**src/bhc_pkg.sv**
```systemverilog
package bhc_pkg;
    // temperatures are signed hundredths of a degree in the selected units
    localparam int TW             = 20;
    localparam int BAND_IW        = 3;
    localparam int BAND_SHIFT0    = 2;
    localparam logic [2:0] BAND_IDX_RST = 3'h3;
    localparam logic signed [19:0] CUTOUT_RST   = 20'sh05208;
    localparam logic signed [19:0] CUTOUT_HYST  = 20'sh0012c;
    localparam logic signed [19:0] STIR_LVL_RST = 20'sh04e20;
    localparam logic signed [19:0] HEATUP_LVL_C = 20'sh04e20;
    localparam logic signed [19:0] HEATUP_LVL_F = 20'sh09920;
    localparam logic signed [19:0] ICE_RES_RST  = 20'sh186a0;
    localparam logic signed [19:0] TEMP_COEF_RST = 20'sh00181;
    localparam logic [6:0] PCT_FULL   = 7'h64;
    localparam logic [6:0] PCT_HEATUP = 7'h1d;
    localparam logic [2:0] GROUP_LAST = 3'h4;
    localparam logic [2:0] GROUP_PROBE = 3'h0;
    localparam logic [2:0] GROUP_OPER  = 3'h1;
    localparam int REF_CLK_MHZ  = 125;
    localparam int SLOT_TIME_US = 20;
    localparam int SLOT_CYCLES  = SLOT_TIME_US * REF_CLK_MHZ;
    localparam int SLOT_W       = 12;
    localparam int KEYS   = 4;
    localparam int K_SET  = 0;
    localparam int K_EXIT = 1;
    localparam int K_UP   = 2;
    localparam int K_DOWN = 3;

    typedef enum logic [4:0] {
        S_TEMP     = 5'h00, S_RST_ASK  = 5'h01, S_POWER   = 5'h02,
        S_BAND     = 5'h03, S_CUTOUT   = 5'h04, S_CONFIG  = 5'h05,
        S_GROUP    = 5'h06, S_R0       = 5'h07, S_R0_ED   = 5'h08,
        S_PROBE_TEMP_COEFFICIENT    = 5'h09, S_PROBE_TEMP_COEFFICIENT_ED = 5'h0a, S_CO_MODE = 5'h0b,
        S_CO_ED    = 5'h0c, S_STIR_ACT = 5'h0d, S_STA_ED  = 5'h0e,
        S_STIR_SET = 5'h0f, S_STS_ED   = 5'h10, S_HEATUP  = 5'h11,
        S_HU_ED    = 5'h12
    } bhc_state_t;
endpackage

```
**src/bhc_ctrl.sv**
```systemverilog
`timescale 1ns/1ps
// Notes on behaviour
// (RULE_01) at or below band bottom the heater command is 100 percent
// (RULE_02) at or above band top the command is zero, falling in between
// (RULE_03) output linear across the band, band centred on set-point; at band index 6 the code keeps only the low 7 bits of diff times 100
// (RULE_04) band width chosen from discrete steps in current units
// (RULE_05) set plus exit opens secondary menu at heater power; set advances
// (RULE_06) band: up/down adjust, set accepts to cut-out, exit discards
// (RULE_07) heater power removed while temperature exceeds cut-out level
// (RULE_08) automatic mode clears trip below level minus a few degrees
// (RULE_09) manual mode keeps heater off until operator clears trip
// (RULE_10) manual trip flashes display; two set presses clear when below level
// (RULE_11) cut-out level: adjust, set to config prompt, exit to display
// (RULE_12) config prompt then set offers five groups chosen by up/down
// (RULE_13) probe parameter: set opens, up/down change, set stores, exit skips
// (RULE_14) probe ice resistance 100.000 ohm, coefficient 0.00385 per degree
// (RULE_15) recovery mode defaults to manual; up then set selects automatic
// (RULE_16) automatic stirrer runs only above stirrer threshold
// (RULE_17) always-on stirrer runs whenever powered
// (RULE_18) stirrer threshold opened from activation item, adjusted, stored
// (RULE_19) low heat-up caps power below 30 percent until 200 C
// (RULE_20) heat-up option toggled by up/down, stored by set
// (RULE_21) high heat-up applies no extra limit
// (RULE_22) heater is time-proportioned: on-slots over cycle slots
module bhc_ctrl
    import bhc_pkg::*;
(
    input  wire logic                 i_ref_clk,       // 125 MHz clock
    input  wire logic                 i_srst,          // sync reset, high
    input  wire logic                 i_key_set,       // panel key, async
    input  wire logic                 i_key_exit,      // panel key, async
    input  wire logic                 i_key_up,        // panel key, async
    input  wire logic                 i_key_down,      // panel key, async
    input  wire logic                 i_units_f,       // 1: Fahrenheit
    input  wire logic signed [TW-1:0] i_bath_temp,     // probe reading
    input  wire logic signed [TW-1:0] i_setpoint,      // active set-point
    output logic                      o_heater_on,     // heater switch
    output logic                      o_stirrer_on,    // stirrer motor
    output logic [6:0]                o_heater_pct,    // commanded percent
    output logic                      o_cutout_trip,   // cut-out latched
    output logic                      o_cutout_flash,  // blink indication
    output logic [4:0]                o_menu_state,    // panel function
    output logic signed [TW-1:0]      o_disp_value,    // value shown
    output logic [2:0]                o_group_sel,     // config group
    output logic [2:0]                o_band_idx,      // band step index
    output logic signed [TW-1:0]      o_ice_res,       // milliohm
    output logic signed [TW-1:0]      o_temp_coef      // 1e-5 per degree
);
    logic [KEYS-1:0]  keys_in;
    logic [2:0]       sync_q [KEYS];
    logic [KEYS-1:0]  key_lvl;
    logic [KEYS-1:0]  key_lvl_d;
    logic [KEYS-1:0]  press;
    logic             combo;
    bhc_state_t       state;
    bhc_state_t       next_state;
    logic signed [TW-1:0] edit;
    logic signed [TW-1:0] cutout_lvl;
    logic signed [TW-1:0] stir_lvl;
    logic             cutout_auto;
    logic             stir_always;
    logic             heatup_low;
    logic signed [TW:0] half_w;
    logic signed [TW:0] band_lo;
    logic signed [TW:0] band_hi;
    logic signed [TW:0] t_ext;
    logic [9:0]       diff;
    logic [16:0]      scaled;
    logic [6:0]       next_pct;
    logic [6:0]       pct_hold;
    logic [SLOT_W-1:0] slot_cnt;
    logic [6:0]       slot_idx;
    logic             slot_end;
    logic signed [TW-1:0] heatup_lvl;

    assign keys_in = {i_key_down, i_key_up, i_key_exit, i_key_set};

    // three stages per key; a level change is taken when stages two and
    // three agree, which also rejects single-cycle glitches
    for (genvar k = 0; k < KEYS; k++) begin : g_key
        always_ff @(posedge i_ref_clk) begin
            if (i_srst) begin
                sync_q[k]    <= 3'h0;
                key_lvl[k]   <= 1'b0;
                key_lvl_d[k] <= 1'b0;
            end else begin
                sync_q[k] <= {sync_q[k][1:0], keys_in[k]};
                if (sync_q[k][1] == sync_q[k][2]) begin
                    key_lvl[k] <= sync_q[k][2];
                end
                key_lvl_d[k] <= key_lvl[k];
            end
        end
        assign press[k] = key_lvl[k] & ~key_lvl_d[k];
    end

    // (RULE_05) set and exit held together
    assign combo = key_lvl[K_SET] & key_lvl[K_EXIT] &
                   (press[K_SET] | press[K_EXIT]);

    always_comb begin
        next_state = state;
        if (combo) begin
            next_state = S_POWER;
        end else if (press[K_EXIT]) begin
            unique case (state)
                // (RULE_13) exit skips the parameter being edited
                S_R0_ED:    next_state = S_PROBE_TEMP_COEFFICIENT;
                S_PROBE_TEMP_COEFFICIENT_ED: next_state = S_GROUP;
                S_CO_ED:    next_state = S_STIR_ACT;
                S_STA_ED:   next_state = S_STIR_SET;
                S_STS_ED:   next_state = S_HEATUP;
                S_HU_ED:    next_state = S_GROUP;
                default:    next_state = S_TEMP;
            endcase
        end else if (press[K_SET]) begin
            unique case (state)
                S_TEMP:     next_state = cutout_auto ? S_TEMP : S_RST_ASK;
                S_RST_ASK:  next_state = S_TEMP;
                S_POWER:    next_state = S_BAND;
                S_BAND:     next_state = S_CUTOUT;
                S_CUTOUT:   next_state = S_CONFIG;
                S_CONFIG:   next_state = S_GROUP;
                // (RULE_12) only probe and operating groups are built here
                S_GROUP:    next_state = (edit[2:0] == GROUP_PROBE) ? S_R0 :
                                         (edit[2:0] == GROUP_OPER) ?
                                         S_CO_MODE : S_GROUP;
                S_R0:       next_state = S_R0_ED;
                S_R0_ED:    next_state = S_PROBE_TEMP_COEFFICIENT;
                S_PROBE_TEMP_COEFFICIENT:    next_state = S_PROBE_TEMP_COEFFICIENT_ED;
                S_PROBE_TEMP_COEFFICIENT_ED: next_state = S_GROUP;
                S_CO_MODE:  next_state = S_CO_ED;
                S_CO_ED:    next_state = S_STIR_ACT;
                S_STIR_ACT: next_state = S_STA_ED;
                // (RULE_18) threshold follows the activation item
                S_STA_ED:   next_state = S_STIR_SET;
                S_STIR_SET: next_state = S_STS_ED;
                S_STS_ED:   next_state = S_HEATUP;
                S_HEATUP:   next_state = S_HU_ED;
                S_HU_ED:    next_state = S_GROUP;
                default:    next_state = S_TEMP;
            endcase
        end
    end

    always_ff @(posedge i_ref_clk) begin
        if (i_srst) begin
            state <= S_TEMP;
        end else begin
            state <= next_state;
        end
    end

    // edit buffer: loaded on entry, stepped by up/down, written back on set
    always_ff @(posedge i_ref_clk) begin
        if (i_srst) begin
            edit <= '0;
        end else if (next_state != state) begin
            unique case (next_state)
                S_BAND:   edit <= TW'(o_band_idx);
                S_CUTOUT: edit <= cutout_lvl;
                S_GROUP:  edit <= '0;
                S_R0_ED:  edit <= o_ice_res;
                S_PROBE_TEMP_COEFFICIENT_ED: edit <= o_temp_coef;
                S_CO_ED:  edit <= TW'(cutout_auto);
                S_STA_ED: edit <= TW'(stir_always);
                S_STS_ED: edit <= stir_lvl;
                S_HU_ED:  edit <= TW'(heatup_low);
                default:  edit <= edit;
            endcase
        end else if (press[K_UP] | press[K_DOWN]) begin
            unique case (state)
                // (RULE_04) band index saturates at the table ends
                S_BAND: begin
                    if (press[K_UP] && edit[2:0] != 3'h7) begin
                        edit <= edit + 1'b1;
                    end else if (press[K_DOWN] && edit[2:0] != 3'h0) begin
                        edit <= edit - 1'b1;
                    end
                end
                S_GROUP: begin
                    if (press[K_UP] && edit[2:0] != GROUP_LAST) begin
                        edit <= edit + 1'b1;
                    end else if (press[K_DOWN] && edit[2:0] != 3'h0) begin
                        edit <= edit - 1'b1;
                    end
                end
                // (RULE_15) (RULE_20) two-way options toggle
                S_CO_ED, S_STA_ED, S_HU_ED: edit <= TW'(~edit[0]);
                S_CUTOUT, S_R0_ED, S_PROBE_TEMP_COEFFICIENT_ED, S_STS_ED: begin
                    edit <= press[K_UP] ? edit + 1'b1 : edit - 1'b1;
                end
                default: edit <= edit;
            endcase
        end
    end

    // stored settings change only on set; exit leaves them untouched
    always_ff @(posedge i_ref_clk) begin
        if (i_srst) begin
            o_band_idx  <= BAND_IDX_RST;
            cutout_lvl  <= CUTOUT_RST;
            // (RULE_14) probe defaults
            o_ice_res   <= ICE_RES_RST;
            o_temp_coef <= TEMP_COEF_RST;
            // (RULE_15) manual recovery after reset
            cutout_auto <= 1'b0;
            stir_always <= 1'b0;
            stir_lvl    <= STIR_LVL_RST;
            heatup_low  <= 1'b1;
        end else if (press[K_SET] && !combo) begin
            unique case (state)
                // (RULE_06) accept band
                S_BAND:     o_band_idx  <= edit[2:0];
                // (RULE_11) accept cut-out level
                S_CUTOUT:   cutout_lvl  <= edit;
                S_R0_ED:    o_ice_res   <= edit;
                S_PROBE_TEMP_COEFFICIENT_ED: o_temp_coef <= edit;
                S_CO_ED:    cutout_auto <= edit[0];
                S_STA_ED:   stir_always <= edit[0];
                S_STS_ED:   stir_lvl    <= edit;
                S_HU_ED:    heatup_low  <= edit[0];
                default:    heatup_low  <= heatup_low;
            endcase
        end
    end

    // (RULE_03) band of 2^(idx+2) hundredths for idx 0 to 6 (2 for idx 7), centred on the set-point
    assign half_w  = (TW+1)'(1) <<< (o_band_idx + 3'(BAND_SHIFT0 - 1));
    assign t_ext   = (TW+1)'(i_bath_temp);
    assign band_lo = (TW+1)'(i_setpoint) - half_w;
    assign band_hi = (TW+1)'(i_setpoint) + half_w;
    assign diff    = 10'(band_hi - t_ext);
    assign scaled  = (17'(diff) * 17'd100) >> (o_band_idx + 3'(BAND_SHIFT0));
    assign heatup_lvl = i_units_f ? HEATUP_LVL_F : HEATUP_LVL_C;

    always_comb begin
        // (RULE_01) full output at the bottom edge
        if (t_ext <= band_lo) begin
            next_pct = PCT_FULL;
        // (RULE_02) nothing at the top edge
        end else if (t_ext >= band_hi) begin
            next_pct = 7'h00;
        end else begin
            next_pct = scaled[6:0];
        end
        // (RULE_19) (RULE_21) cap only in low heat-up below 200 C
        if (heatup_low && i_bath_temp < heatup_lvl && next_pct > PCT_HEATUP) begin
            next_pct = PCT_HEATUP;
        end
        // (RULE_07) nothing while tripped
        if (o_cutout_trip) begin
            next_pct = 7'h00;
        end
    end

    always_ff @(posedge i_ref_clk) begin
        if (i_srst) begin
            o_heater_pct <= 7'h00;
        end else begin
            o_heater_pct <= next_pct;
        end
    end

    // (RULE_07) (RULE_08) (RULE_09) (RULE_10) trip and recovery
    always_ff @(posedge i_ref_clk) begin
        if (i_srst) begin
            o_cutout_trip <= 1'b0;
        end else if (i_bath_temp > cutout_lvl) begin
            o_cutout_trip <= 1'b1;
        end else if (cutout_auto && i_bath_temp < cutout_lvl - CUTOUT_HYST) begin
            o_cutout_trip <= 1'b0;
        end else if (!cutout_auto && state == S_RST_ASK && press[K_SET] &&
                     !combo) begin
            o_cutout_trip <= 1'b0;
        end
    end

    // (RULE_22) 100 slots per cycle; percent latched per cycle so a
    // mid-cycle change cannot give a double pulse
    assign slot_end = (slot_cnt == SLOT_W'(SLOT_CYCLES - 1));
    always_ff @(posedge i_ref_clk) begin
        if (i_srst) begin
            slot_cnt <= '0;
            slot_idx <= 7'h00;
            pct_hold <= 7'h00;
            o_cutout_flash <= 1'b0;
        end else begin
            slot_cnt <= slot_end ? '0 : slot_cnt + 1'b1;
            if (slot_end) begin
                slot_idx <= (slot_idx == PCT_FULL - 7'h01) ? 7'h00 :
                            slot_idx + 1'b1;
                if (slot_idx == PCT_FULL - 7'h01) begin
                    pct_hold <= o_heater_pct;
                    o_cutout_flash <= o_cutout_trip & ~cutout_auto &
                                      ~o_cutout_flash;
                end
            end
        end
    end

    always_ff @(posedge i_ref_clk) begin
        if (i_srst) begin
            o_heater_on  <= 1'b0;
            o_stirrer_on <= 1'b0;
            o_menu_state <= 5'h00;
            o_disp_value <= '0;
            o_group_sel  <= 3'h0;
        end else begin
            // (RULE_07) trip overrides the slot pattern at once
            o_heater_on  <= (slot_idx < pct_hold) && !o_cutout_trip;
            // (RULE_16) (RULE_17) stirrer control
            o_stirrer_on <= stir_always || (i_bath_temp > stir_lvl);
            o_menu_state <= state;
            o_disp_value <= (state == S_TEMP) ? i_bath_temp :
                            (state == S_POWER) ? TW'(o_heater_pct) : edit;
            o_group_sel  <= (state == S_GROUP) ? edit[2:0] : o_group_sel;
        end
    end
endmodule

```
**config.mk**
```make
export PLATFORM = sky130hd
export DESIGN_NAME = bhc_ctrl
export DESIGN_NICKNAME = d
export VERILOG_FILES = /design/src/bhc_pkg.sv /design/src/bhc_ctrl.sv
export SDC_FILE = /design/constraint.sdc
export NUM_CORES = 1
export LEC_CHECK = 0
export BUFFER_PORTS_ARGS = -buffer_cell sky130_fd_sc_hd__buf_2
export CAP_MARGIN = 20
export CORE_MARGIN = 2
export CORE_UTILIZATION = 57
export DETAILED_ROUTE_END_ITERATION = 7
export GPL_TIMING_DRIVEN = 0
export PLACE_DENSITY = 0.78
export SETUP_SLACK_MARGIN = 0.5
export SLEW_MARGIN = 20
export SYNTH_ARGS = -nofsm -noshare
export SYNTH_HDL_FRONTEND = slang
export SYNTH_SLANG_ARGS = --single-unit
```
**constraint.sdc**
```tcl
create_clock -name i_ref_clk -period 11.57 [get_ports i_ref_clk]
set_input_delay 1.7355 -clock i_ref_clk [delete_from_list [all_inputs] [get_ports i_ref_clk]]
set_output_delay 1.7355 -clock i_ref_clk [all_outputs]
set_load 0.05 [all_outputs]
```
==> flow_summary.ini <==
[global_routing]
grt_remaining_overflow = 0
grtUsageTotal_pct = 36.0
use_met3_pct = 5.20
grt_pass1_wl_mm = 79.9
antenna_found_initial = 1
grt_pass1_vias = 14700
grt-busiest-layer = met2
grt_max_degree = 23
met1_usage_pct = 47.7
grt_use_met2_pct = 59.1

[cells_and_area]
nNetsFinal = 2346
drive_gt1_share_pct = 8.67
n_antenna_cell = 0
area_growth_pct = 11.0
fin_util_pct = 64.7
final.fill_count = 2370
stdcell_count = 2470

[sta]
worst_pin_slew_ps = 1090
hold_slack_ps = 448
min_period_ps = 7460
rsz0062_at_grt = no
setup_viol = 0
relSlewSlack_pct = 26.7
skew_ps = 13.6
fmax_mhz = 134
finalMaxSlewViolations = 0
fin_crit_sh_pct = 64.4
tns_ps = 0
hold_violations = 0

[synthesis]
ys_top_cells_by_area = dfxtp_1, ha_1, nand2_1, a21oi_1, nor2_1
netlist_area_mm2 = 0.0152
syn_inst = 1980
synth-async-reset-ratio_pct = 0
ys.flop_type = dfxtp_1
syn-mean-instance-area_um2 = 7.70
synth_seq_cells = 196
synth_edf_count = 0
ys_seq_area_share_pct = 25.7
ys_warn_count = 0
synth_nets = 2204
yosysTopAreaCell = dfxtp_1
yosysUniqueCellTypes = 81
yosysTopAreaCellShare_pct = 25.7

[placed_design]
dpl.cell_count = 2438
numPortBuffers = 123
dpl.hpwl_mm = 40.1
place.gp.congestion = 1.01

[die]
die_h_um = 168
core_mm2 = 0.0261
start_util_pct = 58.3
die_w_um = 168
dieArea_mm2 = 0.0281
rows = 59
ios = 129

[cts]
ctsResizeCount = 0
clock_latency_ps = 450
clockBufferDepth = 2
htreeDepth = 4
cts-hold-fix-buffers = 0
cts-root-buf = clkbuf_16
clock_sinks = 196
clk_pin_slew_ps = 80
cts_setup_buffers = 0
cts_buffers = 17
cts_tree = yes

[route]
drtIter0Drc = 1793
wl_per_cell_um = 20.9
drtAntennaViolNets = 0
wirelength_mm = 51.6
drc = 6
vias = 15800
drtPass1Iterations = 8
vias_per_cell = 6.38

[status]
violations = DRC
run_status = finished, violations left

[setup_path]
path_class = in -> reg
critPathRequiredTime_ps = 11900
cp-end-kind = register
start_kind = primary input
crit_path_max_fanout = 7
worst_ep_arrival_time_ps = 7790

[run]
drv_cap = 0

[pwr]
irDropWorstVdd_v = 0.000124
p_leak_nw = 6.96
power_density_mw_per_mm2 = 130
p_total_mw = 2.19

[min_path]
hp-class = reg -> reg
## power by group
part           internal (mW)  switching, mW  leakage [nW]
Combinational          0.336          0.532          5.08
Sequential             0.690         0.0151          1.59
Clock                  0.297          0.322         0.295
## layout make-up
type | count | area (um2) | area share, %
multi-input combinational | 1548 | 10400 | 61.7
sequential | 196 | 3920 | 23.2
timing repair buffer | 123 | 616 | 3.64
inverter | 123 | 462 | 2.73
buffer | 113 | 432 | 2.55
clock buffer | 17 | 425 | 2.52
tap | 335 | 419 | 2.48
clock inverter | 15 | 198 | 1.17
## per-layer routing
| metal | wire length, um | up-vias | share of wire, % |
|---|---|---|---|
| met1 | 21200 | 7410 | 41 |
| met2 | 23000 | 854 | 45 |
| li1 | - | 7338 | - |
| met3 | 5150 | 166 | 10 |
| met5 | 0 | - | 0 |
| met4 | 2210 | 0 | 4.3 |
## cell usage after synthesis (all sizes together) (32+ instances only)
library cell,instances
nor2,174
dfxtp,196
clkbuf,100
nor2b,51
xnor2,59
ha,169
a21oi,165
nand4,32
o21ai,90
xor2,42
a21o,35
nand2,232
nand3,58
nor3,38
inv,121
## path summary, 6_finish.rpt
kind                         startpoint                    endpoint  slack, ps  cells past startpoint
max                       i_setpoint[0]  o_heater_pct[3]$_SDFF_PP0_       4110                     26
min             sync_q[3][0]$_SDFF_PP0_     sync_q[3][1]$_SDFF_PP0_        450                      1
max reg2reg  o_band_idx[0]$_SDFFE_PP1P_  o_heater_pct[3]$_SDFF_PP0_       4160                     28
min reg2reg     sync_q[3][0]$_SDFF_PP0_     sync_q[3][1]$_SDFF_PP0_        450                      1
## state kept, by name (all words and copies together) (netlist names), 4 cells and up
name,flops
o_ice_res,20
o_heater_pct,7
cutout_lvl,20
stir_lvl,20
edit,20
slot_idx,7
key_lvl_d,4
pct_hold,7
key_lvl,4
slot_cnt,12
sync_q,12
o_temp_coef,20
o_menu_state,5
o_disp_value,20
state,5
## logic make-up (layout without fill, tap and decap cells)
family,count (synthesis),after routing,synth area share [%]
flops,196,196,25.7
fa+ha+maj,177,177,14.9
simple gates,718,718,22.7
compound gates,516,516,22.5
buf+inv,236,391,5.86
xor+xnor,102,102,5.95
mux,35,35,2.33
## worst max-delay path, cell delays in order
cell,delay [ps]
buf_2,90
ha_1,180
inv_1,60
fa_1,400
o21bai_1,160
a21oi_1,120
o21bai_1,150
a21o_1,160
xnor2_1,100
ha_1,290
clkbuf_1,250
nor2_1,80
nor2_1,110
o41ai_1,120
xnor2_1,540
fa_1,530
ha_1,340
o21ai_0,130
o21bai_1,310
a2111oi_0,160
or3_1,410
xnor3_1,410
a2111o_1,410
o211ai_1,170
nor2_1,100
o211a_1,250
## stage by stage
| step | setup WS (ps) | area, um2 |
|---|---|---|
| 2_1_floorplan | 4510 | 15200 |
| 3_3_place_gp | 3900 | 16300 |
| 3_5_place_dp | 3780 | 16300 |
| 4_1_cts | 4220 | 16900 |
| 5_1_grt | 3690 | 16900 |
| 6_report | 4110 | 16900 |
## layout by cell type, fill, tap and decap left out, drive strengths merged, types with 12 or more instances in the layout
master / netlist / routed
a31oi: 13 / 13
a21oi: 165 / 165
nor2b: 51 / 51
buf: 13 / 136
o221ai: 13 / 13
a21o: 35 / 35
a211o: 27 / 27
nand3: 58 / 58
nand3b: 12 / 12
xnor2: 59 / 59
nor2: 174 / 174
xor2: 42 / 42
and2: 13 / 13
dfxtp: 196 / 196
nor4: 14 / 14
a311oi: 12 / 12
clkbuf: 100 / 117
a22o: 17 / 17
o21ai: 90 / 90
nand2b: 26 / 26
inv: 121 / 128
mux2i: 31 / 31
ha: 169 / 169
nand4: 32 / 32
nand2: 232 / 232
a22oi: 14 / 14
nor3: 38 / 38
a211oi: 23 / 23
and3: 16 / 16
o21a: 12 / 12
Power figures use the tool's default switching activity.
